**src/pkg/codec_serial_params.svh**
```systemverilog
// register map, field positions and reset values of the codec serial block
`ifndef CODEC_SERIAL_PARAMS_SVH
`define CODEC_SERIAL_PARAMS_SVH
`define CSB_ADDR_W 4
`define CSB_A_CTRL_MAIN 4'h0
`define CSB_A_CTRL_FRAME 4'h1
`define CSB_A_CTRL_CLOCK 4'h2
`define CSB_A_STATUS 4'h3
`define CSB_A_RX_SLOTS 4'h4
`define CSB_A_TX_SLOTS 4'h5
`define CSB_A_TX_BASE 2'h2
`define CSB_A_RX_BASE 2'h3
`define CSB_MASK_MAIN 16'hAFE3
`define CSB_MASK_FRAME 16'h0DEF
`define CSB_MASK_CLOCK 16'h0FFF
`define CSB_RST_REG 16'h0000
`define CSB_B_ON 15
`define CSB_B_SIDL 13
`define CSB_B_LOOP 11
`define CSB_B_BCKD 10
`define CSB_B_BCKE 9
`define CSB_B_FSD 8
`define CSB_B_UNDERFLOW_REPEAT_SEL 7
`define CSB_B_SDOM 6
`define CSB_B_DATA_JUSTIFY 5
`define CSB_B_ROV 3
`define CSB_B_TX_UNDERFLOW_FLAG 1
`define CSB_PROTO_MC 2'h0
`define CSB_PROTO_I2S 2'h1
`define CSB_ACLINK_SYNC_BITS 9'h010
`define CSB_PEND_NONE 2'h0
`define CSB_PEND_AT0 2'h1
`define CSB_PEND_AT1 2'h2
`endif

```
**src/pkg/codec_serial_pkg.sv**
```systemverilog
// types shared by the codec serial block
package codec_serial_pkg;
  typedef enum logic [1:0] {LS_OFF, LS_WAIT, LS_RUN} linkState_t;
  typedef struct packed {
    logic bclk;
    logic fs;
    logic sdi;
  } linkIn_t;
  typedef struct packed {
    logic bclk;
    logic bclkOeN;
    logic fs;
    logic fsOeN;
    logic sdo;
    logic sdoOeN;
  } linkOut_t;
endpackage

```
**src/logic/codec_serial_block.sv**
```systemverilog
// framed serial codec interface: registers, bit clock, framing and slot data path
//
// Added by the designer: the address-and-strobe port and the register addresses.
`timescale 1ns/1ps
`default_nettype none
`include "codec_serial_params.svh"
// Behaviour
// - word size field gives N+1 bits per word, 4 to 16; codes below 3 invalid
// - long words go as several 16-bit slots in consecutive buffer words
// - at most 16 slots per frame, at most 256 bit periods
// - per-slot bits decide transmit and receive in each slot
// - four transmit and four receive buffer words
// - bit 15 enables the module; while clear no serial transfer
// - stop-when-idle bit halts the block while the cpu idles
// - bit clock direction: set is input, clear is output, when enabled
// - edge select: set drives on falling, samples on rising; clear opposite
// - frame sync direction: set is input slave, clear is output master
// - underflow sends zeros, or repeats last written word when selected
// - disabled transmit slots tri-state or drive zero by output mode bit
// - justify set: data in frame sync cycle; clear: one cycle later
// - protocol field: 00 multi-channel, 01 I2S, 10/11 AC-Link
// - words per interrupt is field plus one, one to four
// - words per frame is field plus one, 1 to 16
// - buffer words reachable by dma over the register port
// - block runs all serial timing, signals only when block complete
// - receive slot enables capture input only in enabled slots
// - transmit slot enables send buffer data only in enabled slots
// - status reports overflow, new data, underflow and transmit empty
// - 12-bit divider sets internal bit clock rate when driving it
module codec_serial_block (
  input wire logic sys_clk,
  input wire logic srst,
  input wire logic [`CSB_ADDR_W-1:0] regAddr,
  input wire logic [15:0] regWdata,
  input wire logic regWr,
  input wire logic regRd,
  output logic [15:0] regRdata,
  input wire logic cpuIdle,
  input wire codec_serial_pkg::linkIn_t linkIn,
  output codec_serial_pkg::linkOut_t linkOut,
  output logic blockDone
);
  function automatic logic [15:0] wordMask(input logic [3:0] ws);
    wordMask = 16'hFFFF >> (4'hF - ws);
  endfunction
  function automatic logic [8:0] frameLenOf(input logic [3:0] wpf, input logic [3:0] ws);
    logic [17:0] p;
    p = ({5'h00, wpf} + 9'h001) * ({5'h00, ws} + 9'h001);
    frameLenOf = p[8:0];
  endfunction

  // three-stage pin synchronisers
  logic [2:0] s1_ff, s2_ff, s3_ff, filt_ff;
  logic [2:0] nxt_s1, nxt_s2, nxt_s3, nxt_filt;
  always_comb begin
    logic [2:0] eq;
    eq = 3'h0;
    nxt_s1 = {linkIn.bclk, linkIn.fs, linkIn.sdi};
    nxt_s2 = s1_ff;
    nxt_s3 = s2_ff;
    // a change counts only once two stages agree: rejects one-cycle glitches
    eq = ~(s2_ff ^ s3_ff);
    nxt_filt = (eq & s3_ff) | (~eq & filt_ff);
  end
  always_ff @(posedge sys_clk) begin
    if (srst) begin
      s1_ff <= 3'h0;
      s2_ff <= 3'h0;
      s3_ff <= 3'h0;
      filt_ff <= 3'h0;
    end else begin
      s1_ff <= nxt_s1;
      s2_ff <= nxt_s2;
      s3_ff <= nxt_s3;
      filt_ff <= nxt_filt;
    end
  end
  logic extBclk, extFs, extSdi;
  assign extBclk = filt_ff[2];
  assign extFs = filt_ff[1];
  assign extSdi = filt_ff[0];

  // core state
  logic [15:0] ctrlMain_ff, ctrlFrame_ff, ctrlClock_ff, rxSlots_ff, txSlots_ff, lastTx_ff, rdata_ff;
  logic [15:0] nxt_ctrlMain, nxt_ctrlFrame, nxt_ctrlClock, nxt_rxSlots, nxt_txSlots, nxt_lastTx, nxt_rdata;
  logic [15:0] txBuf_ff [4];
  logic [15:0] rxBuf_ff [4];
  logic [15:0] nxt_txBuf [4];
  logic [15:0] nxt_rxBuf [4];
  logic [3:0] txValid_ff, nxt_txValid;
  logic rov_ff, tx_underflow_flag_ff, rx_full_flag_ff, rxSeen_ff, nxt_rov, nxt_tx_underflow_flag, nxt_rx_full_flag, nxt_rxSeen;
  logic [11:0] divCnt_ff, nxt_divCnt;
  logic bclkInt_ff, prevClk_ff, lastFs_ff, nxt_bclkInt, nxt_prevClk, nxt_lastFs;
  codec_serial_pkg::linkState_t state_ff, nxt_state;
  logic [8:0] frameBit_ff, nxt_frameBit;
  logic [3:0] bitCnt_ff, slot_ff, nxt_bitCnt, nxt_slot;
  logic [1:0] bufIdx_ff, nxt_bufIdx, pend_ff, nxt_pend;
  logic [15:0] shTx_ff, shRx_ff, nxt_shTx, nxt_shRx;
  logic sdo_ff, sdoOeN_ff, fsOut_ff, done_ff;
  logic nxt_sdo, nxt_sdoOeN, nxt_fsOut, nxt_done;

  logic moduleOn, active, bckd, bcke, fsd, data_justify;
  logic [1:0] proto, words_per_interrupt;
  logic [3:0] wpf, ws;
  logic [8:0] frameLen;
  logic clkSrc, riseEdge, fallEdge, driveEdge, sampleEdge;
  assign moduleOn = ctrlMain_ff[`CSB_B_ON];
  assign active = moduleOn & ~(ctrlMain_ff[`CSB_B_SIDL] & cpuIdle);
  assign bckd = ctrlMain_ff[`CSB_B_BCKD];
  assign bcke = ctrlMain_ff[`CSB_B_BCKE];
  assign fsd = ctrlMain_ff[`CSB_B_FSD];
  assign data_justify = ctrlMain_ff[`CSB_B_DATA_JUSTIFY];
  assign proto = ctrlMain_ff[1:0];
  assign words_per_interrupt = ctrlFrame_ff[11:10];
  assign wpf = ctrlFrame_ff[8:5];
  assign ws = ctrlFrame_ff[3:0];
  assign frameLen = frameLenOf(wpf, ws);
  assign clkSrc = bckd ? extBclk : bclkInt_ff;
  assign riseEdge = clkSrc & ~prevClk_ff;
  assign fallEdge = ~clkSrc & prevClk_ff;
  // edges are ignored once stopped, so a disable never lands mid-update
  assign driveEdge = active & (bcke ? fallEdge : riseEdge);
  assign sampleEdge = active & (bcke ? riseEdge : fallEdge);

  logic startNow, loadNow, txEnNow, underNow;
  always_comb begin
    logic [3:0] slotN;
    logic [15:0] word, rxWord;
    logic [8:0] nfb;
    logic rxBit;
    slotN = slot_ff;
    word = 16'h0000;
    rxWord = 16'h0000;
    nfb = frameBit_ff;
    rxBit = 1'b0;
    startNow = 1'b0;
    loadNow = 1'b0;
    txEnNow = 1'b0;
    underNow = 1'b0;
    nxt_ctrlMain = ctrlMain_ff;
    nxt_ctrlFrame = ctrlFrame_ff;
    nxt_ctrlClock = ctrlClock_ff;
    nxt_rxSlots = rxSlots_ff;
    nxt_txSlots = txSlots_ff;
    nxt_lastTx = lastTx_ff;
    nxt_txBuf = txBuf_ff;
    nxt_rxBuf = rxBuf_ff;
    nxt_txValid = txValid_ff;
    nxt_rov = rov_ff;
    nxt_tx_underflow_flag = tx_underflow_flag_ff;
    nxt_rx_full_flag = rx_full_flag_ff;
    nxt_rxSeen = rxSeen_ff;
    nxt_divCnt = divCnt_ff;
    nxt_bclkInt = bclkInt_ff;
    nxt_prevClk = clkSrc;
    nxt_lastFs = lastFs_ff;
    nxt_state = state_ff;
    nxt_frameBit = frameBit_ff;
    nxt_bitCnt = bitCnt_ff;
    nxt_slot = slot_ff;
    nxt_bufIdx = bufIdx_ff;
    nxt_pend = pend_ff;
    nxt_shTx = shTx_ff;
    nxt_shRx = shRx_ff;
    nxt_sdo = sdo_ff;
    nxt_sdoOeN = sdoOeN_ff;
    nxt_fsOut = fsOut_ff;
    nxt_done = 1'b0;
    // software clears first, so hardware sets below win
    if (regWr) begin
      case (regAddr)
        `CSB_A_CTRL_MAIN: nxt_ctrlMain = regWdata & `CSB_MASK_MAIN;
        `CSB_A_CTRL_FRAME: nxt_ctrlFrame = regWdata & `CSB_MASK_FRAME;
        `CSB_A_CTRL_CLOCK: nxt_ctrlClock = regWdata & `CSB_MASK_CLOCK;
        `CSB_A_RX_SLOTS: nxt_rxSlots = regWdata;
        `CSB_A_TX_SLOTS: nxt_txSlots = regWdata;
        `CSB_A_STATUS: begin
          if (regWdata[`CSB_B_ROV]) nxt_rov = 1'b0;
          if (regWdata[`CSB_B_TX_UNDERFLOW_FLAG]) nxt_tx_underflow_flag = 1'b0;
        end
        default: ;
      endcase
    end
    if (regRd && regAddr[3:2] == `CSB_A_RX_BASE) nxt_rx_full_flag = 1'b0;
    // internal bit clock: half period is divider value plus one
    if (active && !bckd) begin
      if (divCnt_ff >= ctrlClock_ff[11:0]) begin
        nxt_divCnt = 12'h000;
        nxt_bclkInt = ~bclkInt_ff;
      end else begin
        nxt_divCnt = divCnt_ff + 12'h001;
      end
    end else begin
      nxt_divCnt = 12'h000;
      nxt_bclkInt = 1'b0;
    end
    case (state_ff)
      codec_serial_pkg::LS_OFF: begin
        nxt_sdoOeN = 1'b1;
        nxt_fsOut = 1'b0;
        nxt_pend = `CSB_PEND_NONE;
        nxt_frameBit = 9'h1FF;
        if (active) nxt_state = codec_serial_pkg::LS_WAIT;
      end
      codec_serial_pkg::LS_WAIT, codec_serial_pkg::LS_RUN: begin
        if (sampleEdge) begin
          nxt_lastFs = extFs;
          // slave frame start is the sampled rising edge of the sync pin
          if (fsd && extFs && !lastFs_ff)
            nxt_pend = data_justify ? `CSB_PEND_AT1 : `CSB_PEND_AT0;
          if (state_ff == codec_serial_pkg::LS_RUN) begin
            rxBit = ctrlMain_ff[`CSB_B_LOOP] ? sdo_ff : extSdi;
            rxWord = {shRx_ff[14:0], rxBit};
            nxt_shRx = rxWord;
            if (bitCnt_ff == ws) begin
              if (rxSlots_ff[slot_ff]) begin
                nxt_rxBuf[bufIdx_ff] = rxWord & wordMask(ws);
                nxt_rxSeen = 1'b1;
                if (rx_full_flag_ff) nxt_rov = 1'b1;
              end
              // each used slot takes the next buffer word, so long words land in sequence
              if (rxSlots_ff[slot_ff] || txSlots_ff[slot_ff]) begin
                if (bufIdx_ff == words_per_interrupt) begin
                  nxt_bufIdx = 2'h0;
                  nxt_done = 1'b1;
                  nxt_rxSeen = 1'b0;
                  if (rxSeen_ff || rxSlots_ff[slot_ff]) nxt_rx_full_flag = 1'b1;
                end else begin
                  nxt_bufIdx = bufIdx_ff + 2'h1;
                end
              end
            end
          end
        end
        if (driveEdge) begin
          if (!fsd) begin
            nfb = (frameBit_ff >= frameLen - 9'h001) ? 9'h000 : frameBit_ff + 9'h001;
            nxt_frameBit = nfb;
            startNow = (nfb == 9'h000);
            case (proto)
              `CSB_PROTO_MC: nxt_fsOut = data_justify ? (nfb == 9'h000) : (nfb == frameLen - 9'h001);
              `CSB_PROTO_I2S: nxt_fsOut = (nfb >= {1'b0, frameLen[8:1]});
              default: nxt_fsOut = (nfb < `CSB_ACLINK_SYNC_BITS);
            endcase
          end else begin
            startNow = (pend_ff != `CSB_PEND_NONE);
            nxt_pend = `CSB_PEND_NONE;
          end
          if (startNow) begin
            nxt_state = codec_serial_pkg::LS_RUN;
            // a late slave sync already spent bit 0 of the word
            nxt_bitCnt = (fsd && pend_ff == `CSB_PEND_AT1) ? 4'h1 : 4'h0;
            nxt_slot = 4'h0;
            slotN = 4'h0;
            loadNow = 1'b1;
          end else if (state_ff == codec_serial_pkg::LS_RUN) begin
            if (bitCnt_ff == ws) begin
              nxt_bitCnt = 4'h0;
              slotN = (slot_ff >= wpf) ? 4'h0 : slot_ff + 4'h1;
              nxt_slot = slotN;
              loadNow = 1'b1;
            end else begin
              nxt_bitCnt = bitCnt_ff + 4'h1;
              nxt_shTx = {shTx_ff[14:0], 1'b0};
            end
          end
          txEnNow = txSlots_ff[slotN];
          if (loadNow) begin
            if (txEnNow) begin
              underNow = ~txValid_ff[bufIdx_ff];
              word = txValid_ff[bufIdx_ff] ? txBuf_ff[bufIdx_ff]
                   : (ctrlMain_ff[`CSB_B_UNDERFLOW_REPEAT_SEL] ? lastTx_ff : 16'h0000);
              nxt_txValid[bufIdx_ff] = 1'b0;
              if (underNow) nxt_tx_underflow_flag = 1'b1;
            end
            nxt_shTx = (word << (4'hF - ws));
            if (fsd && startNow && pend_ff == `CSB_PEND_AT1) nxt_shTx = (word << (4'hF - ws)) << 1;
          end
          if (startNow || state_ff == codec_serial_pkg::LS_RUN) begin
            nxt_sdo = txEnNow ? nxt_shTx[15] : 1'b0;
            nxt_sdoOeN = txEnNow ? 1'b0 : ctrlMain_ff[`CSB_B_SDOM];
          end
        end
        if (!active) begin
          // release the pins at once rather than after one more bit
          nxt_state = codec_serial_pkg::LS_OFF;
          nxt_sdoOeN = 1'b1;
          nxt_fsOut = 1'b0;
        end
      end
      default: nxt_state = codec_serial_pkg::LS_OFF;
    endcase
    // writes after the link so a new word is never lost to a same-cycle load
    if (regWr && regAddr[3:2] == `CSB_A_TX_BASE) begin
      nxt_txBuf[regAddr[1:0]] = regWdata;
      nxt_txValid[regAddr[1:0]] = 1'b1;
      nxt_lastTx = regWdata;
    end
    nxt_rdata = 16'h0000;
    if (regRd) begin
      case (regAddr[3:2])
        `CSB_A_TX_BASE: nxt_rdata = txBuf_ff[regAddr[1:0]];
        `CSB_A_RX_BASE: nxt_rdata = rxBuf_ff[regAddr[1:0]];
        default: begin
          case (regAddr)
            `CSB_A_CTRL_MAIN: nxt_rdata = ctrlMain_ff;
            `CSB_A_CTRL_FRAME: nxt_rdata = ctrlFrame_ff;
            `CSB_A_CTRL_CLOCK: nxt_rdata = ctrlClock_ff;
            `CSB_A_STATUS: nxt_rdata = {4'h0, slot_ff, 4'h0, rov_ff, rx_full_flag_ff, tx_underflow_flag_ff, ~|txValid_ff};
            `CSB_A_RX_SLOTS: nxt_rdata = rxSlots_ff;
            `CSB_A_TX_SLOTS: nxt_rdata = txSlots_ff;
            default: nxt_rdata = 16'h0000;
          endcase
        end
      endcase
    end
  end

  always_ff @(posedge sys_clk) begin
    if (srst) begin
      ctrlMain_ff <= `CSB_RST_REG;
      ctrlFrame_ff <= `CSB_RST_REG;
      ctrlClock_ff <= `CSB_RST_REG;
      rxSlots_ff <= `CSB_RST_REG;
      txSlots_ff <= `CSB_RST_REG;
      lastTx_ff <= `CSB_RST_REG;
      rdata_ff <= 16'h0000;
      for (int i = 0; i < 4; i++) begin
        txBuf_ff[i] <= 16'h0000;
        rxBuf_ff[i] <= 16'h0000;
      end
      txValid_ff <= 4'h0;
      rov_ff <= 1'b0;
      tx_underflow_flag_ff <= 1'b0;
      rx_full_flag_ff <= 1'b0;
      rxSeen_ff <= 1'b0;
      divCnt_ff <= 12'h000;
      bclkInt_ff <= 1'b0;
      prevClk_ff <= 1'b0;
      lastFs_ff <= 1'b0;
      state_ff <= codec_serial_pkg::LS_OFF;
      frameBit_ff <= 9'h1FF;
      bitCnt_ff <= 4'h0;
      slot_ff <= 4'h0;
      bufIdx_ff <= 2'h0;
      pend_ff <= 2'h0;
      shTx_ff <= 16'h0000;
      shRx_ff <= 16'h0000;
      sdo_ff <= 1'b0;
      sdoOeN_ff <= 1'b1;
      fsOut_ff <= 1'b0;
      done_ff <= 1'b0;
    end else begin
      ctrlMain_ff <= nxt_ctrlMain;
      ctrlFrame_ff <= nxt_ctrlFrame;
      ctrlClock_ff <= nxt_ctrlClock;
      rxSlots_ff <= nxt_rxSlots;
      txSlots_ff <= nxt_txSlots;
      lastTx_ff <= nxt_lastTx;
      rdata_ff <= nxt_rdata;
      txBuf_ff <= nxt_txBuf;
      rxBuf_ff <= nxt_rxBuf;
      txValid_ff <= nxt_txValid;
      rov_ff <= nxt_rov;
      tx_underflow_flag_ff <= nxt_tx_underflow_flag;
      rx_full_flag_ff <= nxt_rx_full_flag;
      rxSeen_ff <= nxt_rxSeen;
      divCnt_ff <= nxt_divCnt;
      bclkInt_ff <= nxt_bclkInt;
      prevClk_ff <= nxt_prevClk;
      lastFs_ff <= nxt_lastFs;
      state_ff <= nxt_state;
      frameBit_ff <= nxt_frameBit;
      bitCnt_ff <= nxt_bitCnt;
      slot_ff <= nxt_slot;
      bufIdx_ff <= nxt_bufIdx;
      pend_ff <= nxt_pend;
      shTx_ff <= nxt_shTx;
      shRx_ff <= nxt_shRx;
      sdo_ff <= nxt_sdo;
      sdoOeN_ff <= nxt_sdoOeN;
      fsOut_ff <= nxt_fsOut;
      done_ff <= nxt_done;
    end
  end

  assign regRdata = rdata_ff;
  assign blockDone = done_ff;
  assign linkOut.bclk = bclkInt_ff;
  assign linkOut.bclkOeN = ~(moduleOn & ~bckd);
  assign linkOut.fs = fsOut_ff;
  assign linkOut.fsOeN = ~(moduleOn & ~fsd);
  assign linkOut.sdo = sdo_ff;
  assign linkOut.sdoOeN = sdoOeN_ff;
endmodule
`default_nettype wire

```
**config.mk**
```make
export PLATFORM = sky130hd
export DESIGN_NAME = codec_serial_block
export DESIGN_NICKNAME = d
export VERILOG_FILES = /design/src/pkg/codec_serial_pkg.sv /design/src/logic/codec_serial_block.sv
export VERILOG_INCLUDE_DIRS = /design/src /design/src/pkg
export SDC_FILE = /design/constraint.sdc
export NUM_CORES = 1
export LEC_CHECK = 0
export ABC_AREA = 0
export BUFFER_PORTS_ARGS = -buffer_cell sky130_fd_sc_hd__buf_2
export CORE_MARGIN = 2
export CORE_UTILIZATION = 45
export CTS_CLUSTER_DIAMETER = 50
export CTS_CLUSTER_SIZE = 12
export DETAILED_ROUTE_END_ITERATION = 8
export PLACE_DENSITY_LB_ADDON = 0.2
export SLEW_MARGIN = 15
export SYNTH_ARGS = -nofsm -noshare
export SYNTH_HDL_FRONTEND = slang
export SYNTH_SLANG_ARGS = --single-unit
```
**constraint.sdc**
```tcl
create_clock -name sys_clk -period 8.94 [get_ports sys_clk]
set_input_delay 0 -clock sys_clk [delete_from_list [all_inputs] [get_ports sys_clk]]
set_output_delay 0 -clock sys_clk [all_outputs]
set_load 0.05 [all_outputs]
```
==> results of run 1 <==
## final timing paths
check / end / cells after the start / from / slack [ps]
setup / recovery: shTx_ff[13] / 27 / ctrlFrame_ff[1] / 980
hold / removal: pend_ff[0] / 2 / srst / 70
setup reg to reg: shTx_ff[13] / 27 / ctrlFrame_ff[1] / 980
hold reg to reg: nxt_s3[2] / 1 / nxt_s2[2] / 440
## layer usage
metal	wire length, um	track usage	vias up	share of wire
li1	-	-	7317	-
met1	24600	0.379	7471	0.44
met2	25500	0.431	587	0.46
met3	3910	0.0407	106	0.070
met4	2020	0.112	0	0.036
met5	0	0	-	0
## final cells by class
type / instances / area [um^2] / share of cell area
Clock inverter: 20 / 263 / 0.0135
Sequential cell: 318 / 6370 / 0.326
Multi-Input combinational cell: 1550 / 10200 / 0.522
Timing Repair Buffer: 104 / 724 / 0.0371
Tap cell: 518 / 648 / 0.0332
Clock buffer: 47 / 1070 / 0.0547
Inverter: 70 / 263 / 0.0135
## cells by family after synthesis
logic type	Yosys count	synth area share
xor gates and xnor gates	51	0.0256
buffers and inverters	228	0.0527
DFF	318	0.365
adders and majority gates	75	0.0573
AOI/OAI and AO/OA	479	0.174
muxes	144	0.128
and+or+nand+nor	801	0.196
## state kept, by name (all words and copies together) (netlist names), 2 cells and up, named ones only
name and count:
rxBuf_ff 64, txBuf_ff 64, lastTx_ff 16, regRdata 16, rxSlots_ff 16, shTx_ff 16, txSlots_ff 16, shRx_ff 15
ctrlClock_ff 12, divCnt_ff 12, ctrlMain_ff 11, ctrlFrame_ff 10, frameBit_ff 9, bitCnt_ff 4, slot_ff 4, txValid_ff 4
nxt_s2 3, nxt_s3 3, s3_ff 3, bufIdx_ff 2, pend_ff 2, state_ff 2
## report_power, final
group | leakage [nW] | switching, W | internal (W)
clock | 0.648 | 0.000662 | 0.000977
sequential | 2.57 | 0.0000113 | 0.00143
combinational | 3.99 | 0.000112 | 0.0000521
total | 7.21 | 0.000785 | 0.00246
## worst register-to-register path: stages, from the launching register on
cell	delay (ps)
dfxtp_1	620
inv_1	110
nor2_1	210
nand2_1	90
xnor2_1	390
nand2b_1	190
fa_1	450
fa_1	520
fa_1	540
inv_1	40
ha_1	330
a21o_1	210
a21o_1	190
a311oi_1	460
nand3_1	160
xor2_1	260
inv_1	70
ha_1	290
a21oi_1	130
o21ai_0	90
a21oi_1	390
buf_4	230
a32o_2	460
o21ai_0	220
a211oi_2	470
nor2_4	220
a221oi_1	350
nor3_1	90
## cells in the mapped netlist (7+ instances only)
cell type,number
nor3_1,33
o211ai_1,10
a22oi_1,37
clkbuf_1,124
mux4_2,61
inv_1,67
xor2_1,22
and3_1,16
nor2b_1,14
fa_1,8
nand4_1,11
buf_2,7
a21o_1,16
a21oi_1,232
o22ai_1,10
buf_4,12
mux2_2,25
mux2i_1,58
nand2_1,460
a41oi_1,10
buf_1,13
ha_1,67
xnor2_1,29
a211oi_1,16
a31oi_1,9
a221oi_1,11
o21ai_0,55
nand2b_1,14
nor2_1,141
nand3_1,66
dfxtp_1,318
and2_1,14
## per-stage QoR
stage / worst slack, ps / area [um^2] / instances
3_5_place_dp: 727 / 17900 / 2536
2_1_floorplan: 1660 / 17400 / 2096
6_report: 980 / 19500 / 2627
4_1_cts: 715 / 19500 / 2627
3_3_place_gp: 1030 / 17900 / 2536
5_1_grt: 340 / 19500 / 2627
## timing repair
item / 4_1_cts / 5_1_grt
resized for setup: 0 / 1
hold endpoints to repair: 156 / 0
setup endpoints to repair: 0 / 2
hold buffers: 24 / 0
==> results.md, run 1 <==
- Period utilisation layout: 0.890
- IO Port Bufs: 50
- Max cap viols: 0
- Overall Global Routing Usage: 0.274
- Kind of critical path: reg -> reg
- Seq/Total Area, Yosys: 0.365
- Worst skew pair latency: 590 ps
- Pwr Total: 0.00324 W
- Final Util: 0.507
- Max-slew violation count: 0
- Pleak: about 7.2 nW
- Synth Cell Area: between 0.015 and 0.02 mm^2
- Largest area contributor in the netlist: dfxtp_1
- Initial DRC count: ~1500
- Tmin final: between 7000 and 8000 ps
- Slowest CP cell: dfxtp_1
- First-pass GRT wire length: just under 90000 um
- Post-route ant nets: 0
- Total grt overflow: 0
- Die area: slightly above 0.04 mm^2
- Crit-path max FO: 17
- Worst path top cell family by delay: compound AO/OA/AOI/OAI gates
- Setup TNS: 0 ps
- Register bit total from synthesis: about 320
- Clock Skew: ~35 ps
- Setup bufs post-CTS: 0
- Share of cells above drive strength 1: 0.121
- Outcome: complete, no violations
- Clock-pin slew on the worst setup and hold paths: approximately 50 ps
- Drt first pass iters: 6
- Most frequent cells in the layout: nand2_1 (460), dfxtp_1 (318), a21oi_1 (232), nor2_1 (140)
- Drt wl/cell: 21.3 um
- Row count: slightly above 70
- Async S/R FF share, synth: 0
- Wirelength, routed: about 56000 um
- Synth warn: 0
- Core Area: slightly below 0.04 mm^2
- Setup crit start kind: register
- Initial Util: 0.453
- Yosys top cell area share: 0.365
- Largest net degree at the start of global routing: ~110
- Final setup viols: 0
- Initial antenna violation count: 0
- Fmax: roughly 130 MHz
- Top cells by area, synth: dfxtp_1 (37%), nand2_1 (9.9%), mux4_2 (7.9%)
- Syn Nets: 2199
- RSZ-0062 raised after global routing: false
- Hold crit path type: in -> reg
- Layout area overhead: 12.0%
- Synthesized area per cell: between 8 and 9 um^2
- CTS tree: built
- Post-synth top flop: dfxtp_1
- Clock root buffer master: clkbuf_16
- Fillers: about 3700
- Crit-path max cell delay: 620 ps
- Slew HR: 0.308
- Pwr dens: ~170 mW/mm^2
- Routability Congestion: about 0.89
- I/O pin count: between 50 and 60
- Synth unique cells: around 80
- # diodes: 0
- Syn Inst Count: approximately 2100
- Via density: 5.89
- Post-synth EDFFs: 0
- CP Data Required Time: about 9300 ps
- Worst hold slack: between 70 and 80 ps
- Via count: 15500
- Leading cell type in the layout, fill and taps excluded: nand2_1
- Fin. Hold Viols: 0
- Clock Sinks: between 300 and 400
- Measured slew at the worst slew-check pin: 1040 ps
- Vias in the first global route: around 15000
- Hpwl dp: ~39000 um
- Die width: around 200 um
- Worst setup EP type: register
- WP buf/inv: 4
- WP data arrival: approximately 8400 ps
- H-tree levels: 2
- CTS max path bufs: 3
- Final net count: 2187
- Worst VDD drop: 151 uV
- CTS Buf Count: 40
- Die Y-Extent: 201 um
- Residual DRC count: 0
No activity file was read; power rests on OpenSTA's default activity.
==> inputs of run 2 (changes only) <==
Settings changed: CORE_UTILIZATION 45 to 63.
==> results.md, run 2 (synthesized netlist as in run 1, its figures left out) <==
- Die width: 170 um (was 201 um)
- Worst VDD drop: 157 uV (was 151 uV)
- Drt wl/cell: 21.4 um (was 21.3 um)
- Pwr dens: 154 mW/mm^2 (was 166 mW/mm^2)
- Core Area: 0.0270 mm^2 (was 0.0385 mm^2)
- CTS Buf Count: 35 (was 40)
- # diodes: 0 (unchanged)
- Cell depth of the worst min-delay path: 2 (unchanged)
- Fmax: 130 MHz (was 126 MHz)
- CP Data Required Time: 9290 ps (was 9330 ps)
- Layout area overhead: 8.57% (was 12.0%)
- Top Registers: rxBuf_ff (64), txBuf_ff (64) (unchanged)
- Final setup viols: 0 (unchanged)
- Routability Congestion: 0.927 (was 0.895)
- Worst Reg2Reg Path Length in Cells: 25 (was 27)
- Worst hold slack: 142 ps (was 73.7 ps)
- Initial Util: 0.645 (was 0.453)
- RSZ-0062 raised after global routing: false (unchanged)
- Measured slew at the worst slew-check pin: 1100 ps (was 1040 ps)
- Total grt overflow: 0 (unchanged)
- Hpwl dp: 35300 um (was 38500 um)
- FF-to-FF End: shTx_ff[8] (was shTx_ff[13])
- Row count: 60 (was 72)
- Residual DRC count: 0 (unchanged)
- Largest net degree at the start of global routing: 124 (was 106)
- H-tree levels: 2 (unchanged)
- Worst skew pair latency: 520 ps (was 590 ps)
- Vias in the first global route: 15100 (was 14700)
- Post-route ant nets: 0 (unchanged)
- CTS max path bufs: 3 (unchanged)
- IO Port Bufs: 50 (unchanged)
- Most frequent cells in the layout: nand2_1 (460), dfxtp_1 (318), a21oi_1 (232), nor2_1 (140) (unchanged)
- Pleak: 7.01 nW (was 7.21 nW)
- Post-DP Area: 0.0177 mm^2 (was 0.0179 mm^2)
- WP data arrival: 8050 ps (was 8350 ps)
- R2R Path Start: ctrlFrame_ff[0] (was ctrlFrame_ff[1])
- Final Cell Area: 0.0189 mm^2 (was 0.0195 mm^2)
- Final net count: 2175 (was 2187)
- Worst setup EP type: register (unchanged)
- Pwr Total: 0.00292 W (was 0.00324 W)
- Die Y-Extent: 170 um (was 201 um)
- Via count: 16000 (was 15500)
- Overall Global Routing Usage: 0.357 (was 0.274)
- Fin. Hold Viols: 0 (unchanged)
- Max cap viols: 0 (unchanged)
- I/O pin count: 51 (unchanged)
- Wirelength, routed: 51900 um (was 56000 um)
- Outcome: complete, no violations (unchanged)
- Initial DRC count: 1916 (was 1529)
- Period utilisation layout: 0.860 (was 0.890)
- Worst hold endpoint: rxBuf_ff[60] (was pend_ff[0])
- Reg-to-reg slack, setup: 1250 ps (was 980 ps)
- Hold crit path type: in -> reg (unchanged)
- Clock-pin slew on the worst setup and hold paths: 60 ps (was 50 ps)
- Clock Skew: 23.6 ps (was 35.4 ps)
- Initial antenna violation count: 0 (unchanged)
- Crit-path max FO: 17 (unchanged)
- Setup TNS: 0 ps (unchanged)
- Tmin final: 7690 ps (was 7960 ps)
- Clock root buffer master: clkbuf_16 (unchanged)
- Setup crit start kind: register (unchanged)
- Clock Sinks: 318 (unchanged)
- Hold Startpoint: srst (unchanged)
- Kind of critical path: reg -> reg (unchanged)
- Share of cells above drive strength 1: 0.112 (was 0.121)
- Leading cell type in the layout, fill and taps excluded: nand2_1 (unchanged)
- Slew HR: 0.266 (was 0.308)
- Via density: 6.59 (was 5.89)
- Final Util: 0.700 (was 0.507)
- Die area: 0.0290 mm^2 (was 0.0403 mm^2)
- Max-slew violation count: 0 (unchanged)
- CTS tree: built (unchanged)
- Setup bufs post-CTS: 0 (unchanged)
- Drt first pass iters: 7 (was 6)
- First-pass GRT wire length: 81400 um (was 86700 um)
[run 2: cell types whose count changed in the layout (fill, tap and decap cells not counted), sizes merged]
| cell | previous run | this run |
|---|---|---|
| dlygate4sd3 | 24 | 23 |
| clkbuf | 48 | 41 |
| clkinvlp | 3 | 2 |
| clkinv | 14 | 10 |
| bufinv | 4 | 1 |
| inv | 69 | 68 |
| buf | 79 | 73 |
[run 2: critical path, cell delays in order, from the launching register on]
cell	delay, ps
dfxtp_1	720
ha_1	310
inv_1	70
or3_1	380
fa_1	530
fa_1	530
fa_1	540
inv_1	40
ha_1	330
a21o_1	210
a21o_1	180
a311oi_1	490
nand3_1	160
xor2_1	260
inv_1	70
ha_1	290
a21oi_1	120
o21ai_0	90
a21oi_1	120
buf_4	190
a32o_2	460
o21ai_0	180
a211oi_1	580
nor2_4	230
a221oi_1	330
nor3_1	80
[run 2: per-layer routing]
layer	global-route usage	routed length, um
met3	0.0628	5460
met2	0.570	23600
met5	0	0
met1	0.475	20500
met4	0.161	2380
[run 2: what timing repair did]
action	4_1_cts	5_1_grt
endpoints found under the hold margin	155	0
hold buffers	23	0
setup endpoints to repair	0	0
resized for setup	0	0
[run 2: worst max path at each step]
| stage | from | to | slack (ps) | cells past startpoint |
|---|---|---|---|---|
| 2_1_floorplan | ctrlFrame_ff[0] | fsOut_ff | 1660 | 34 |
| 3_3_place_gp | ctrlFrame_ff[0] | shTx_ff[8] | 1520 | 25 |
| 3_5_place_dp | ctrlFrame_ff[0] | shTx_ff[10] | 1280 | 25 |
| 4_1_cts | ctrlFrame_ff[0] | shTx_ff[8] | 1260 | 25 |
| 5_1_grt | ctrlFrame_ff[1] | shTx_ff[14] | 600 | 27 |
| 6_report | ctrlFrame_ff[0] | shTx_ff[8] | 1250 | 25 |
[run 2: area by class of cell]
cell class / instances / area, um^2
tap: 341 / 427
fill: 2123 / 8110
timing repair buffer: 97 / 669
multi-input combinational: 1550 / 10200
clock buffer: 40 / 905
clock inverter: 11 / 111
inverter: 70 / 263
sequential: 318 / 6370
[run 2: power by group]
part | switching [W] | internal [W]
clock network | 0.000569 | 0.000752
registers | 0.0000113 | 0.00143
logic | 0.000108 | 0.0000510
total | 0.000688 | 0.00223
[run 2: stage by stage]
step           std cells  worst slack, ps
2_1_floorplan       2096             1660
3_3_place_gp        2353             1520
3_5_place_dp        2353             1280
4_1_cts             2427             1260
5_1_grt             2427              596
6_report            2427             1250
==> inputs of run 3 (changes only) <==
Settings changed: PLACE_DENSITY_LB_ADDON 0.2 to 0.15.
==> results.md, run 3 (synthesized netlist as in run 1, its figures left out) <==
- Worst hold slack: 131 ps (was 142 ps)
- Area of the multi-input gates: 0.0102 mm^2 (about the same)
- Final setup viols: 0 (unchanged)
- RSZ-0062 raised after global routing: false (unchanged)
- P_sw: 0.000722 W (was 0.000688 W)
- Combinational cell fraction of total power: 0.052 (was 0.054)
- Measured slew at the worst slew-check pin: 1190 ps (was 1100 ps)
- Initial DRC count: 1857 (was 1916)
- Internal power: 0.00235 W (was 0.00223 W)
- CP Data Required Time: 9300 ps (was 9290 ps)
- CTS max path bufs: 3 (unchanged)
- Initial Util: 0.645 (unchanged)
- Wirelength, routed: 53000 um (was 51900 um)
- Slew HR: 0.201 (was 0.266)
- Leading cell type in the layout, fill and taps excluded: nand2_1 (unchanged)
- Pwr Total: 0.00307 W (was 0.00292 W)
- Core Area: 0.0270 mm^2 (unchanged)
- Crit-path max FO: 18 (was 17)
- Layout area overhead: 9.31% (was 8.57%)
- Vias in the first global route: 15200 (was 15100)
- Max-slew violation count: 0 (unchanged)
- Largest net degree at the start of global routing: 119 (was 124)
- Pleak: 7.07 nW (was 7.01 nW)
- Clock Sinks: 318 (unchanged)
- Die area: 0.0290 mm^2 (unchanged)
- Die width: 170 um (unchanged)
- Placement Setup Slack: 559 ps (was 1280 ps)
- Net Sw Frac: 0.235 (was 0.236)
- IO Port Bufs: 50 (unchanged)
- Tmin final: 8110 ps (was 7690 ps)
- Final net count: 2177 (was 2175)
- Via density: 6.53 (was 6.59)
- Clock root buffer master: clkbuf_16 (unchanged)
- Initial antenna violation count: 0 (unchanged)
- I/O pin count: 51 (unchanged)
- Overall Global Routing Usage: 0.365 (was 0.357)
- Pwr dens: 161 mW/mm^2 (was 154 mW/mm^2)
- Post-route ant nets: 0 (unchanged)
- First-pass GRT wire length: 82500 um (was 81400 um)
- Setup TNS: 0 ps (unchanged)
- Kind of critical path: reg -> reg (unchanged)
- Final Worst Setup Slack: 827 ps (was 1250 ps)
- Routability Congestion: 0.970 (was 0.927)
- Total grt overflow: 0 (unchanged)
- Hold crit path type: in -> reg (unchanged)
- Clock Skew: 20.1 ps (was 23.6 ps)
- # diodes: 0 (unchanged)
- Via count: 15900 (was 16000)
- Clock power frac: 0.478 (was 0.452)
- Top Registers: rxBuf_ff (64), txBuf_ff (64) (unchanged)
- Worst setup EP type: register (unchanged)
- Outcome: complete, no violations (unchanged)
- Share of cells above drive strength 1: 0.115 (was 0.112)
- Register area: 0.00637 mm^2 (unchanged)
- Residual DRC count: 0 (unchanged)
- Die Y-Extent: 170 um (unchanged)
- Clock-pin slew on the worst setup and hold paths: 60 ps (about the same)
- Fmax: 123 MHz (was 130 MHz)
- Row count: 60 (unchanged)
- WP data arrival: 8480 ps (was 8050 ps)
- CTS tree: built (unchanged)
- Sequential Power Share: 0.470 (was 0.493)
- Drt first pass iters: 6 (was 7)
- Worst VDD drop: 181 uV (was 157 uV)
- Worst skew pair latency: 530 ps (was 520 ps)
- CTS Buf Count: 37 (was 35)
- Period utilisation layout: 0.908 (was 0.860)
- Hpwl dp: 36000 um (was 35300 um)
- Max cap viols: 0 (unchanged)
- Drt wl/cell: 21.8 um (was 21.4 um)
- Fillers: 2104 (was 2123)
- Setup crit start kind: register (unchanged)
- Fin. Hold Viols: 0 (unchanged)
- Setup bufs post-CTS: 0 (unchanged)
- H-tree levels: 2 (unchanged)
- Most frequent cells in the layout: nand2_1 (460), dfxtp_1 (318), a21oi_1 (231), nor2_1 (141) (was nand2_1 (460), dfxtp_1 (318), a21oi_1 (232), nor2_1 (140))
-- run 3: changes by cell type in the layout (fill, tap and decap cells not counted), moves of 2 or more --
| cell | previous run | this run |
|---|---|---|
| clkinv_2 | 5 | 1 |
| clkbuf_16 | 35 | 37 |
| clkbuf_1 | 4 | 0 |
| inv_6 | 1 | 4 |
| clkbuf_8 | 2 | 4 |
| clkinv_4 | 0 | 2 |
| bufinv_16 | 1 | 3 |
| clkinv_8 | 2 | 0 |
-- run 3: per-stage QoR --
step	util	cells	area, um^2
final	0.705	2429	19000
after global routing	0.705	2429	19000
after CTS	0.704	2429	19000
after detailed placement	0.654	2353	17700
after global placement	0.654	2353	17700
after floorplan	-	2096	17400
-- run 3: layer usage --
layer	part of all wire	vias up	global-route usage
met4	0.053	0	0.182
met1	0.39	7525	0.473
met5	0	-	0
met3	0.11	166	0.0958
li1	-	7304	-
met2	0.44	870	0.564
-- run 3: layout make-up --
type	instances	area share
multi-input combinational	1550	0.535
sequential	318	0.334
clock buffer	40	0.0508
timing repair buffer	97	0.0351
tap	341	0.0224
inverter	70	0.0138
clock inverter	13	0.00913
-- run 3: final timing paths --
kind | start | to | slack (ps) | cells past startpoint
worst min register to register | nxt_s2[2] | nxt_s3[2] | 440 | 1
worst max register to register | ctrlFrame_ff[2] | shTx_ff[14] | 830 | 26
worst max-delay path | ctrlFrame_ff[2] | shTx_ff[14] | 830 | 26
worst min-delay path | srst | sdo_ff | 130 | 2
-- run 3: power groups by stage --
stage | combinational [W] | clock (W) | sequential (W)
final | 0.000161 | 0.00147 | 0.00144
after global routing | 0.000171 | 0.00153 | 0.00144
after CTS | 0.000156 | 0.00147 | 0.00144
after detailed placement | 0.000148 | 0 | 0.00147
after global placement | 0.000146 | 0 | 0.00147
after floorplan | 0.000104 | 0 | 0.00147
-- run 3: timing repair --
item                       CTS  global route
hold endpoints to repair   153             0
setup endpoints to repair    0            14
resized for setup            0             2
hold buffers                23             0
-- run 3: worst max-delay path, cell delays in order (launching register included) --
cell and delay [ps]:
dfxtp_1 330, clkinv_1 410, nor2_1 360, nand2_1 110, xnor2_1 460, nand2b_1 200, fa_1 450, fa_1 520
fa_1 540, inv_1 40, ha_1 330, a21o_1 210, a21o_1 190, a311oi_1 520, nand3_1 170, xor2_1 270
inv_1 80, ha_1 300, a21oi_1 120, o21ai_0 110, a21oi_2 410, a32o_2 560, o311ai_2 230, a211oi_4 430
nor2_4 190, a221oi_1 320, nor3_1 90
